[src/aid_pkg.sv]
// constants shared by the diagnostic job handler and its lock timer
// assumes a single 25 MHz clock and a synchronous active-high reset
package aid_pkg;

   // ==========================================================
   // clock and timing
   localparam int CLK_HZ = 25000000;
   localparam int LOCK_MS = 15;
   localparam int LOCK_CYC = (CLK_HZ / 1000) * LOCK_MS;

   // ==========================================================
   // register byte offsets
   localparam logic [7:0] OFF_JOB = 8'h00;
   localparam logic [7:0] OFF_STATUS = 8'h04;
   localparam logic [7:0] OFF_IRQ_STAT = 8'h08;
   localparam logic [7:0] OFF_IRQ_MASK = 8'h0C;
   localparam logic [7:0] OFF_RX_LEN = 8'h10;
   localparam logic [7:0] OFF_RX_BUF = 8'h40;
   localparam int RX_WORDS = 8;
   localparam int RX_BYTES = 32;

   // ==========================================================
   // job codes and answer sizes
   localparam logic [7:0] JOB_ECHO_LIST = 8'h13;
   localparam logic [7:0] JOB_VERSION = 8'h14;
   localparam logic [7:0] JOB_STATUS = 8'h16;
   localparam logic [5:0] ECHO_LEN = 6'h10;
   localparam logic [5:0] VER_LEN = 6'h1E;
   localparam logic [5:0] STAT_LEN = 6'h01;
   localparam logic [4:0] VER_NUM_POS = 5'h1A;
   localparam logic [7:0] CHAR_ZERO = 8'h30;
   localparam logic [7:0] CHAR_DOT = 8'h2E;
   localparam int VER_NAME_LEN = 26;
   localparam logic [8*VER_NAME_LEN-1:0] VER_NAME =
      "ASI DIAG MASTER FIRMWARE V";

   // ==========================================================
   // slave status flag positions
   localparam int FLG_ADDR_VOLATILE = 0;
   localparam int FLG_PARITY_ERROR = 1;
   localparam int FLG_END_BIT_ERROR = 2;
   localparam int FLG_NVM_READ_ERROR = 3;

   // ==========================================================
   // status register and interrupt bits
   localparam int STS_BUSY = 0;
   localparam int STS_ADDR_LOCK = 1;
   localparam int IRQ_DONE = 0;
   localparam int IRQ_BAD_JOB = 1;
   localparam int IRQ_VOLATILE = 2;
   localparam int IRQ_BITS = 3;
   localparam logic [2:0] IRQ_RESET = 3'h0;

   typedef enum logic [1:0] {
      ST_IDLE = 2'b00,
      ST_FILL = 2'b01,
      ST_STAT = 2'b10
   } aid_state_type;

endpackage : aid_pkg
[src/aid_job_ctrl.sv]
// diagnostic job handler of a cable master: echo list, version, status
// assumes link logic on the same clock delivers echoes and status answers
//
// The address map and the APB register port are this design's own decisions.
`timescale 1ns/1ps
module aid_job_ctrl #(
   parameter int LOCK_CYCLES = aid_pkg::LOCK_CYC,
   parameter logic [3:0] VER_MAJOR = 4'h1,
   parameter logic [3:0] VER_MINOR_TENS = 4'h0,
   parameter logic [3:0] VER_MINOR_ONES = 4'h0
) (
   input wire logic CLK,
   input wire logic RST,
   input wire logic PSEL,
   input wire logic PENABLE,
   input wire logic PWRITE,
   input wire logic [7:0] PADDR,
   input wire logic [31:0] PWDATA,
   output logic [31:0] PRDATA,
   output logic PREADY,
   output logic PSLVERR,
   output logic IRQ,
   input wire logic ECHO_VALID,
   input wire logic [4:0] ECHO_SLAVE,
   input wire logic [3:0] ECHO_VALUE,
   output logic STAT_REQ,
   output logic [4:0] STAT_SLAVE,
   output logic STAT_CLEAR,
   input wire logic STAT_ACK,
   input wire logic [3:0] STAT_VALUE,
   output logic ADDR_LOCK
);

   // ==========================================================
   // helper functions

   // one byte of the echo list answer
   function automatic logic [7:0] echo_byte(
      input logic [3:0] echo [0:31],
      input logic [4:0] idx
   );
      logic [4:0] hi;
      logic [4:0] lo;
      hi = {idx[3:0], 1'b0};
      lo = {idx[3:0], 1'b1};
      // slave 0 does not exist, so byte 0 carries zero up top
      if (idx == 5'h00) begin
         echo_byte = {4'h0, echo[lo]};
      end else begin
         echo_byte = {echo[hi], echo[lo]};
      end
   endfunction : echo_byte

   // one character of the version string
   function automatic logic [7:0] ver_byte(input logic [4:0] idx);
      logic [4:0] rel;
      rel = idx - aid_pkg::VER_NUM_POS;
      ver_byte = aid_pkg::CHAR_ZERO;
      if (idx < aid_pkg::VER_NUM_POS) begin
         ver_byte = aid_pkg::VER_NAME[8*(aid_pkg::VER_NAME_LEN-1-32'(idx))
            +: 8];
      end else begin
         case (rel)
            5'h00: ver_byte = aid_pkg::CHAR_ZERO + {4'h0, VER_MAJOR};
            5'h01: ver_byte = aid_pkg::CHAR_DOT;
            5'h02: ver_byte = aid_pkg::CHAR_ZERO + {4'h0, VER_MINOR_TENS};
            5'h03: ver_byte = aid_pkg::CHAR_ZERO + {4'h0, VER_MINOR_ONES};
            default: ver_byte = aid_pkg::CHAR_ZERO;
         endcase
      end
   endfunction : ver_byte

   // ==========================================================
   // state
   aid_pkg::aid_state_type state_q;
   aid_pkg::aid_state_type state_d;
   logic [7:0] job_q;
   logic [7:0] job_d;
   logic [4:0] slave_q;
   logic [4:0] slave_d;
   logic [4:0] idx_q;
   logic [4:0] idx_d;
   logic [5:0] len_q;
   logic [5:0] len_d;
   logic [5:0] fill_len_q;
   logic [5:0] fill_len_d;
   logic [7:0] rx_q [0:aid_pkg::RX_BYTES-1];
   logic [7:0] rx_d [0:aid_pkg::RX_BYTES-1];
   logic [3:0] echo_q [0:31];
   logic [3:0] echo_d [0:31];
   logic [aid_pkg::IRQ_BITS-1:0] irq_stat_q;
   logic [aid_pkg::IRQ_BITS-1:0] irq_stat_d;
   logic [aid_pkg::IRQ_BITS-1:0] irq_mask_q;
   logic [aid_pkg::IRQ_BITS-1:0] irq_mask_d;
   logic [31:0] prdata_q;
   logic [31:0] prdata_d;
   logic stat_req_q;
   logic stat_req_d;
   logic lock_start;
   logic lock_busy;

   // ==========================================================
   // bus decode
   logic setup_ph;
   logic access_ph;
   logic wr_acc;
   logic rd_setup;
   logic mapped;
   logic in_rx_buf;
   logic [2:0] rx_word;

   assign setup_ph = PSEL & ~PENABLE;
   assign access_ph = PSEL & PENABLE;
   assign wr_acc = access_ph & PWRITE;
   assign rd_setup = setup_ph & ~PWRITE;
   assign in_rx_buf = (PADDR[7:5] == aid_pkg::OFF_RX_BUF[7:5])
      && (PADDR[1:0] == 2'b00);
   assign rx_word = PADDR[4:2];
   assign mapped = in_rx_buf
      || (PADDR == aid_pkg::OFF_JOB)
      || (PADDR == aid_pkg::OFF_STATUS)
      || (PADDR == aid_pkg::OFF_IRQ_STAT)
      || (PADDR == aid_pkg::OFF_IRQ_MASK)
      || (PADDR == aid_pkg::OFF_RX_LEN);

   // ==========================================================
   // job sequencing, buffers, interrupts and bus readback
   always_comb begin
      logic [aid_pkg::IRQ_BITS-1:0] ev;
      logic [7:0] wjob;
      ev = '0;
      wjob = PWDATA[7:0];
      state_d = state_q;
      job_d = job_q;
      slave_d = slave_q;
      idx_d = idx_q;
      len_d = len_q;
      fill_len_d = fill_len_q;
      rx_d = rx_q;
      echo_d = echo_q;
      irq_mask_d = irq_mask_q;
      prdata_d = prdata_q;
      stat_req_d = stat_req_q;
      lock_start = 1'b0;

      // latest echo per slave overwrites the old one
      if (ECHO_VALID && (ECHO_SLAVE != 5'h00)) begin
         echo_d[ECHO_SLAVE] = ECHO_VALUE;
      end

      case (state_q)
         aid_pkg::ST_IDLE: begin
            // a job written while busy is dropped by this state guard
            if (wr_acc && (PADDR == aid_pkg::OFF_JOB)) begin
               job_d = wjob;
               slave_d = PWDATA[12:8];
               idx_d = 5'h00;
               len_d = 6'h00;
               case (wjob)
                  aid_pkg::JOB_ECHO_LIST: begin
                     fill_len_d = aid_pkg::ECHO_LEN;
                     state_d = aid_pkg::ST_FILL;
                  end
                  aid_pkg::JOB_VERSION: begin
                     fill_len_d = aid_pkg::VER_LEN;
                     state_d = aid_pkg::ST_FILL;
                  end
                  aid_pkg::JOB_STATUS: begin
                     stat_req_d = 1'b1;
                     state_d = aid_pkg::ST_STAT;
                  end
                  default: begin
                     ev[aid_pkg::IRQ_BAD_JOB] = 1'b1;
                  end
               endcase
            end
         end
         aid_pkg::ST_FILL: begin
            if (job_q == aid_pkg::JOB_ECHO_LIST) begin
               rx_d[idx_q] = echo_byte(echo_q, idx_q);
            end else begin
               rx_d[idx_q] = ver_byte(idx_q);
            end
            idx_d = idx_q + 5'h01;
            if ({1'b0, idx_q} == fill_len_q - 6'h01) begin
               len_d = fill_len_q;
               ev[aid_pkg::IRQ_DONE] = 1'b1;
               state_d = aid_pkg::ST_IDLE;
            end
         end
         aid_pkg::ST_STAT: begin
            // request stands with read-and-clear set until the link acks
            if (STAT_ACK) begin
               rx_d[0] = {4'h0, STAT_VALUE};
               len_d = aid_pkg::STAT_LEN;
               stat_req_d = 1'b0;
               ev[aid_pkg::IRQ_DONE] = 1'b1;
               if (STAT_VALUE[aid_pkg::FLG_ADDR_VOLATILE]) begin
                  ev[aid_pkg::IRQ_VOLATILE] = 1'b1;
                  lock_start = 1'b1;
               end
               state_d = aid_pkg::ST_IDLE;
            end
         end
         default: begin
            stat_req_d = 1'b0;
            state_d = aid_pkg::ST_IDLE;
         end
      endcase

      if (wr_acc && (PADDR == aid_pkg::OFF_IRQ_MASK)) begin
         irq_mask_d = PWDATA[aid_pkg::IRQ_BITS-1:0];
      end

      // read clears only the bits latched at setup, so an event that lands
      // between setup and access is kept for the next read
      irq_stat_d = irq_stat_q;
      if (access_ph && !PWRITE && (PADDR == aid_pkg::OFF_IRQ_STAT)) begin
         irq_stat_d = irq_stat_q & ~prdata_q[aid_pkg::IRQ_BITS-1:0];
      end
      irq_stat_d = irq_stat_d | ev;

      // read data is latched in the setup phase, shown in the access phase
      if (rd_setup) begin
         prdata_d = 32'h0000_0000;
         if (in_rx_buf) begin
            prdata_d = {rx_q[{rx_word, 2'b11}], rx_q[{rx_word, 2'b10}],
               rx_q[{rx_word, 2'b01}], rx_q[{rx_word, 2'b00}]};
         end else begin
            case (PADDR)
               aid_pkg::OFF_JOB: begin
                  prdata_d = {19'h0_0000, slave_q, job_q};
               end
               aid_pkg::OFF_STATUS: begin
                  prdata_d[aid_pkg::STS_BUSY] =
                     (state_q != aid_pkg::ST_IDLE);
                  prdata_d[aid_pkg::STS_ADDR_LOCK] = lock_busy;
               end
               aid_pkg::OFF_IRQ_STAT: begin
                  prdata_d[aid_pkg::IRQ_BITS-1:0] = irq_stat_q;
               end
               aid_pkg::OFF_IRQ_MASK: begin
                  prdata_d[aid_pkg::IRQ_BITS-1:0] = irq_mask_q;
               end
               aid_pkg::OFF_RX_LEN: begin
                  prdata_d[5:0] = len_q;
               end
               default: begin
                  prdata_d = 32'h0000_0000;
               end
            endcase
         end
      end
   end

   always_ff @(posedge CLK) begin
      if (RST) begin
         state_q <= aid_pkg::ST_IDLE;
         job_q <= 8'h00;
         slave_q <= 5'h00;
         idx_q <= 5'h00;
         len_q <= 6'h00;
         fill_len_q <= 6'h00;
         for (int i = 0; i < aid_pkg::RX_BYTES; i++) begin
            rx_q[i] <= 8'h00;
         end
         for (int i = 0; i < 32; i++) begin
            echo_q[i] <= 4'h0;
         end
         irq_stat_q <= aid_pkg::IRQ_RESET;
         irq_mask_q <= aid_pkg::IRQ_RESET;
         prdata_q <= 32'h0000_0000;
         stat_req_q <= 1'b0;
      end else begin
         state_q <= state_d;
         job_q <= job_d;
         slave_q <= slave_d;
         idx_q <= idx_d;
         len_q <= len_d;
         fill_len_q <= fill_len_d;
         rx_q <= rx_d;
         echo_q <= echo_d;
         irq_stat_q <= irq_stat_d;
         irq_mask_q <= irq_mask_d;
         prdata_q <= prdata_d;
         stat_req_q <= stat_req_d;
      end
   end

   // ==========================================================
   // addressing hold-off after a slave reports a volatile address
   aid_lock_timer #(
      .CYCLES(LOCK_CYCLES)
   ) u_lock (
      .clk(CLK),
      .rst(RST),
      .start(lock_start),
      .busy(lock_busy)
   );

   // ==========================================================
   // outputs
   assign PRDATA = prdata_q;
   assign PREADY = 1'b1;
   assign PSLVERR = access_ph & ~mapped;
   assign IRQ = |(irq_stat_q & irq_mask_q);
   assign STAT_REQ = stat_req_q;
   assign STAT_SLAVE = slave_q;
   assign STAT_CLEAR = stat_req_q;
   assign ADDR_LOCK = lock_busy;

endmodule : aid_job_ctrl

[src/aid_lock_timer.sv]
// hold-off timer for addressing calls while a slave stores its address
// assumes start is a one-cycle pulse from logic on the same clock
`timescale 1ns/1ps
module aid_lock_timer #(
   parameter int CYCLES = aid_pkg::LOCK_CYC
) (
   input wire logic clk,
   input wire logic rst,
   input wire logic start,
   output logic busy
);

   localparam int CW = $clog2(CYCLES + 1);

   logic [CW-1:0] cnt_q;
   logic [CW-1:0] cnt_d;

   // ==========================================================
   // countdown, retriggered by every new start
   always_comb begin
      cnt_d = cnt_q;
      if (start) begin
         cnt_d = CW'(CYCLES);
      end else if (cnt_q != '0) begin
         cnt_d = cnt_q - CW'(1);
      end
   end

   always_ff @(posedge clk) begin
      if (rst) begin
         cnt_q <= '0;
      end else begin
         cnt_q <= cnt_d;
      end
   end

   assign busy = (cnt_q != '0);

endmodule : aid_lock_timer

[config.mk]
export PLATFORM = sky130hd
export DESIGN_NAME = aid_job_ctrl
export DESIGN_NICKNAME = d
export VERILOG_FILES = /design/src/aid_pkg.sv /design/src/aid_job_ctrl.sv /design/src/aid_lock_timer.sv
export SDC_FILE = /design/constraint.sdc
export NUM_CORES = 1
export LEC_CHECK = 0
export BUFFER_PORTS_ARGS = -buffer_cell sky130_fd_sc_hd__buf_2
export CAP_MARGIN = 5
export CORE_ASPECT_RATIO = 1.5
export CORE_UTILIZATION = 25
export CTS_CLUSTER_DIAMETER = 100
export DETAILED_ROUTE_END_ITERATION = 8
export GPL_TIMING_DRIVEN = 1
export PLACE_DENSITY_LB_ADDON = 0.1
export SLEW_MARGIN = 0
export SYNTH_ARGS = -nofsm -noshare
export SYNTH_HDL_FRONTEND = slang
export SYNTH_HIERARCHICAL = 1
export SYNTH_SLANG_ARGS = --single-unit
[constraint.sdc]
create_clock -name CLK -period 8 [get_ports CLK]
set_clock_uncertainty 0.1 [all_clocks]
set_input_delay 0.4 -clock CLK [delete_from_list [all_inputs] [get_ports CLK]]
set_output_delay 0.4 -clock CLK [all_outputs]
set_load 0.01 [all_outputs]
==> results.json <==
{
  "outcome": "completed",
  "vias": 17891,
  "p_switching_uw": 1410,
  "path_cells": "clkinv_1, ha_1, or3b_2, a21oi_1, a2111oi_0, a311o_1, a21oi_2, nand2_1, a21oi_1",
  "dp_slack_ns": 4.11,
  "die_w_um": 241,
  "internal_power_uw": 3990,
  "post-dp-hpwl_um": 48200,
  "path_delay_family": "compound AO/OA/AOI/OAI gates",
  "drc": 0,
  "port_buffers": 82,
  "cp_data_arrival_time_ns": 4.23,
  "synth_nets": 2513,
  "grt_pass1_vias": 17905,
  "viasPerCell": 4.94,
  "netSwitchingFraction_pct": 26.1,
  "synthFlopType": "dfxtp_1",
  "min_period_ns": 3.80,
  "dieArea_um2": 86700,
  "clock_sinks": 467,
  "ys_ff_latch": 467,
  "synth_top_area_share_pct": 43.8,
  "p_comb_share_pct": 9.5,
  "layout-drive-gt1-share_pct": 14.4,
  "synth_async_sr_flop_share_pct": 0,
  "power_density_nw_per_um2": 219,
  "worstPathRequired_ns": 8.43,
  "cap_violations": 0,
  "setup_slack_ns": 4.20,
  "grt_max_degree": 100,
  "grt_overflow": 0,
  "netlist_instances": 2439,
  "start_util_pct": 25.2,
  "clock_latency_ns": 0.61,
  "max_freq_mhz": 263,
  "rsz0062_at_grt": "no",
  "cts_buffer_depth": 3,
  "routed_wl_um": 73900,
  "finalSetupViolCount": 0,
  "synth_seq_area_share_pct": 43.8,
  "grt_pass1_wl_um": 114000,
  "yosysTopAreaCell": "dfxtp_1",
  "critPathMaxStageDelay_ns": 0.83,
  "yosys-top-cells-area": "dfxtp_1 44%, mux4_2 9.9%, nand2_1 8.8%",
  "final-max-slew-violation-count": 0,
  "setup_tns_ns": 0,
  "drt-initial-drc-count": 1163,
  "hold_violations": 0,
  "die_y_um": 360,
  "m1WireLength_um": 31100,
  "met2_length_um": 38100,
  "dr.pass1.iters": 5,
  "slew_headroom_pct": 16.5,
  "cts_buffers": 54,
  "critical_path_buf_inv_count": 1,
  "clk_pin_slew_ns": 0.06,
  "leakage_uw": 0.00835,
  "antenna_found_initial": 2,
  "synth_edf_count": 0,
  "layout_commonest_cell": "nand2_1",
  "cp_slowest_cell": "a21oi_2",
  "met3WireLength_um": 2640,
  "p_seq_share_pct": 44.8,
  "p_clk_share_pct": 45.6,
  "dr.max_layer_used": "met5",
  "path_common_cell": "a21oi_1",
  "finalPower_uw": 5400,
  "h-tree-depth": 2,
  "clockRootBuffer": "clkbuf_16",
  "yosysWarningCount": 6,
  "num-nets-final": 2520,
  "tightest_slew_ns": 1.24,
  "synth_cell_types": 75,
  "antenna_left": 0,
  "netlist_area_um2": 21400,
  "io_pins": 103,
  "crit_type": "reg2reg",
  "fp.coreArea_um2": 84900,
  "synth_area_per_cell_um2": 8.76,
  "rows": 131,
  "hold_class": "in2reg",
  "track_usage_pct": 17.1,
  "syn2layout_area_growth_pct": 15.3,
  "ir_drop_mv": 0.143,
  "fin_crit_sh_pct": 47.5,
  "cts_tree": "built",
  "layout_common_cells": "501 x nand2_1, 463 x dfxtp_1, 285 x a21oi_1",
  "critPathLaunchType": "flip-flop",
  "post_drt_wl_per_cell_um": 20.4,
  "crit_path_end_kind": "flip-flop",
  "routabilityCongestion": 0.777,
  "path_max_fanout": 22
}
==> metal layers <==
layer | vias up | track usage [%]
met5 | - | 0
met3 | 100 | 2.26
met4 | 2 | 5.42
met1 | 8763 | 20.9
li1 | 8662 | -
met2 | 364 | 30.5
==> logic make-up after synthesis <==
family	after synthesis	share of synthesized area, %
buffers and inverters	203	4.10
other	1	0.0176
flip-flops	467	43.8
AND/OR/NAND/NOR	993	20.1
AO/OA/AOI/OAI	522	14.3
multiplexers	230	16.4
XOR/XNOR	9	0.369
adder cells (fa/ha/maj)	14	0.820
==> worst register-to-register path, delay by kind of cell (launching register included) <==
kind                     cells  cell delay (ns)
AO/OA/AOI/OAI                5             1.64
flip-flops                   1             0.32
buffers and inverters        1             0.34
adder cells (fa/ha/maj)      1             0.63
AND/OR/NAND/NOR              2             0.67
==> synth_stat cells (8+ instances only) <==
cell type	count
o21ai_1	12
clkbuf_1	119
ha_1	14
mux2i_1	108
nor3_1	44
o31ai_1	9
a31oi_1	18
buf_2	41
a211oi_1	16
nand3_1	124
buf_1	10
or4_1	9
a22oi_1	28
or3_1	12
and3_1	9
mux4_2	94
mux2_2	28
inv_1	18
nor2b_1	17
o21ai_0	78
nand2_1	501
a32o_1	8
a221oi_1	19
nand2b_1	11
and2_1	8
nor2_1	216
dfxtp_1	467
a21oi_1	285
==> cell type report <==
type / count / area (um2)
inverters: 21 / 78.8
diodes: 1 / 2.50
clock inverters: 12 / 95.1
well taps: 1130 / 1410
multi-input cells: 1769 / 11200
repair buffers: 133 / 848
flip-flops and latches: 467 / 9350
fillers: 9220 / 60300
clock buffers: 85 / 1650
==> sequential cells by signal, summed over array words and instances, names as in the netlist <==
register,count
PRDATA,32
STAT_CLEAR,1
STAT_SLAVE,5
echo_q,128
fill_len_q,2
idx_q,5
irq_mask_q,3
irq_stat_q,3
job_q,8
len_q,3
rx_q,256
state_q,2
u_lock/cnt_q,19
==> what timing repair did <==
item / in CTS / in global routing
endpoints found under the hold margin: 16 / 0
hold buffers: 16 / 0
setup buffers: 0 / 0
gates resized for setup: 0 / 0
==> final timing paths <==
kind / startpoint / endpoint / slack (ns) / cells past startpoint
setup / recovery: idx_q[2]$_SDFFE_PP0P_ / rx_q[57]$_SDFFE_PP0P_ / 4.20 / 9
setup reg to reg: idx_q[2]$_SDFFE_PP0P_ / rx_q[57]$_SDFFE_PP0P_ / 4.20 / 9
hold / removal: RST / PRDATA[16]$_SDFFE_PP0P_ / 0.09 / 2
hold reg to reg: rx_q[119]$_SDFFE_PP0P_ / rx_q[119]$_SDFFE_PP0P_ / 0.35 / 2
==> through the flow <==
step                      cells  instance area (um2)  util [%]  hold slack (ns)
after floorplan            2439                21400         -            0.329
after global placement     3504                22700      26.8            0.334
after detailed placement   3504                22700      26.8            0.344
after CTS                  3617                24600      29.0           0.0591
after global routing       3618                24600      29.0           0.0798
final                      3618                24600      29.0           0.0922
==> power by group through the flow <==
| stage | Clock, uW | Combinational, uW | Sequential (uW) |
|---|---|---|---|
| after global placement | 0 | 509 | 2470 |
| after detailed placement | 0 | 513 | 2470 |
| after global routing | 2640 | 574 | 2430 |
| after CTS | 2550 | 520 | 2420 |
| final | 2460 | 515 | 2420 |
| after floorplan | 0 | 388 | 2460 |
Power figures use the tool's default switching activity.
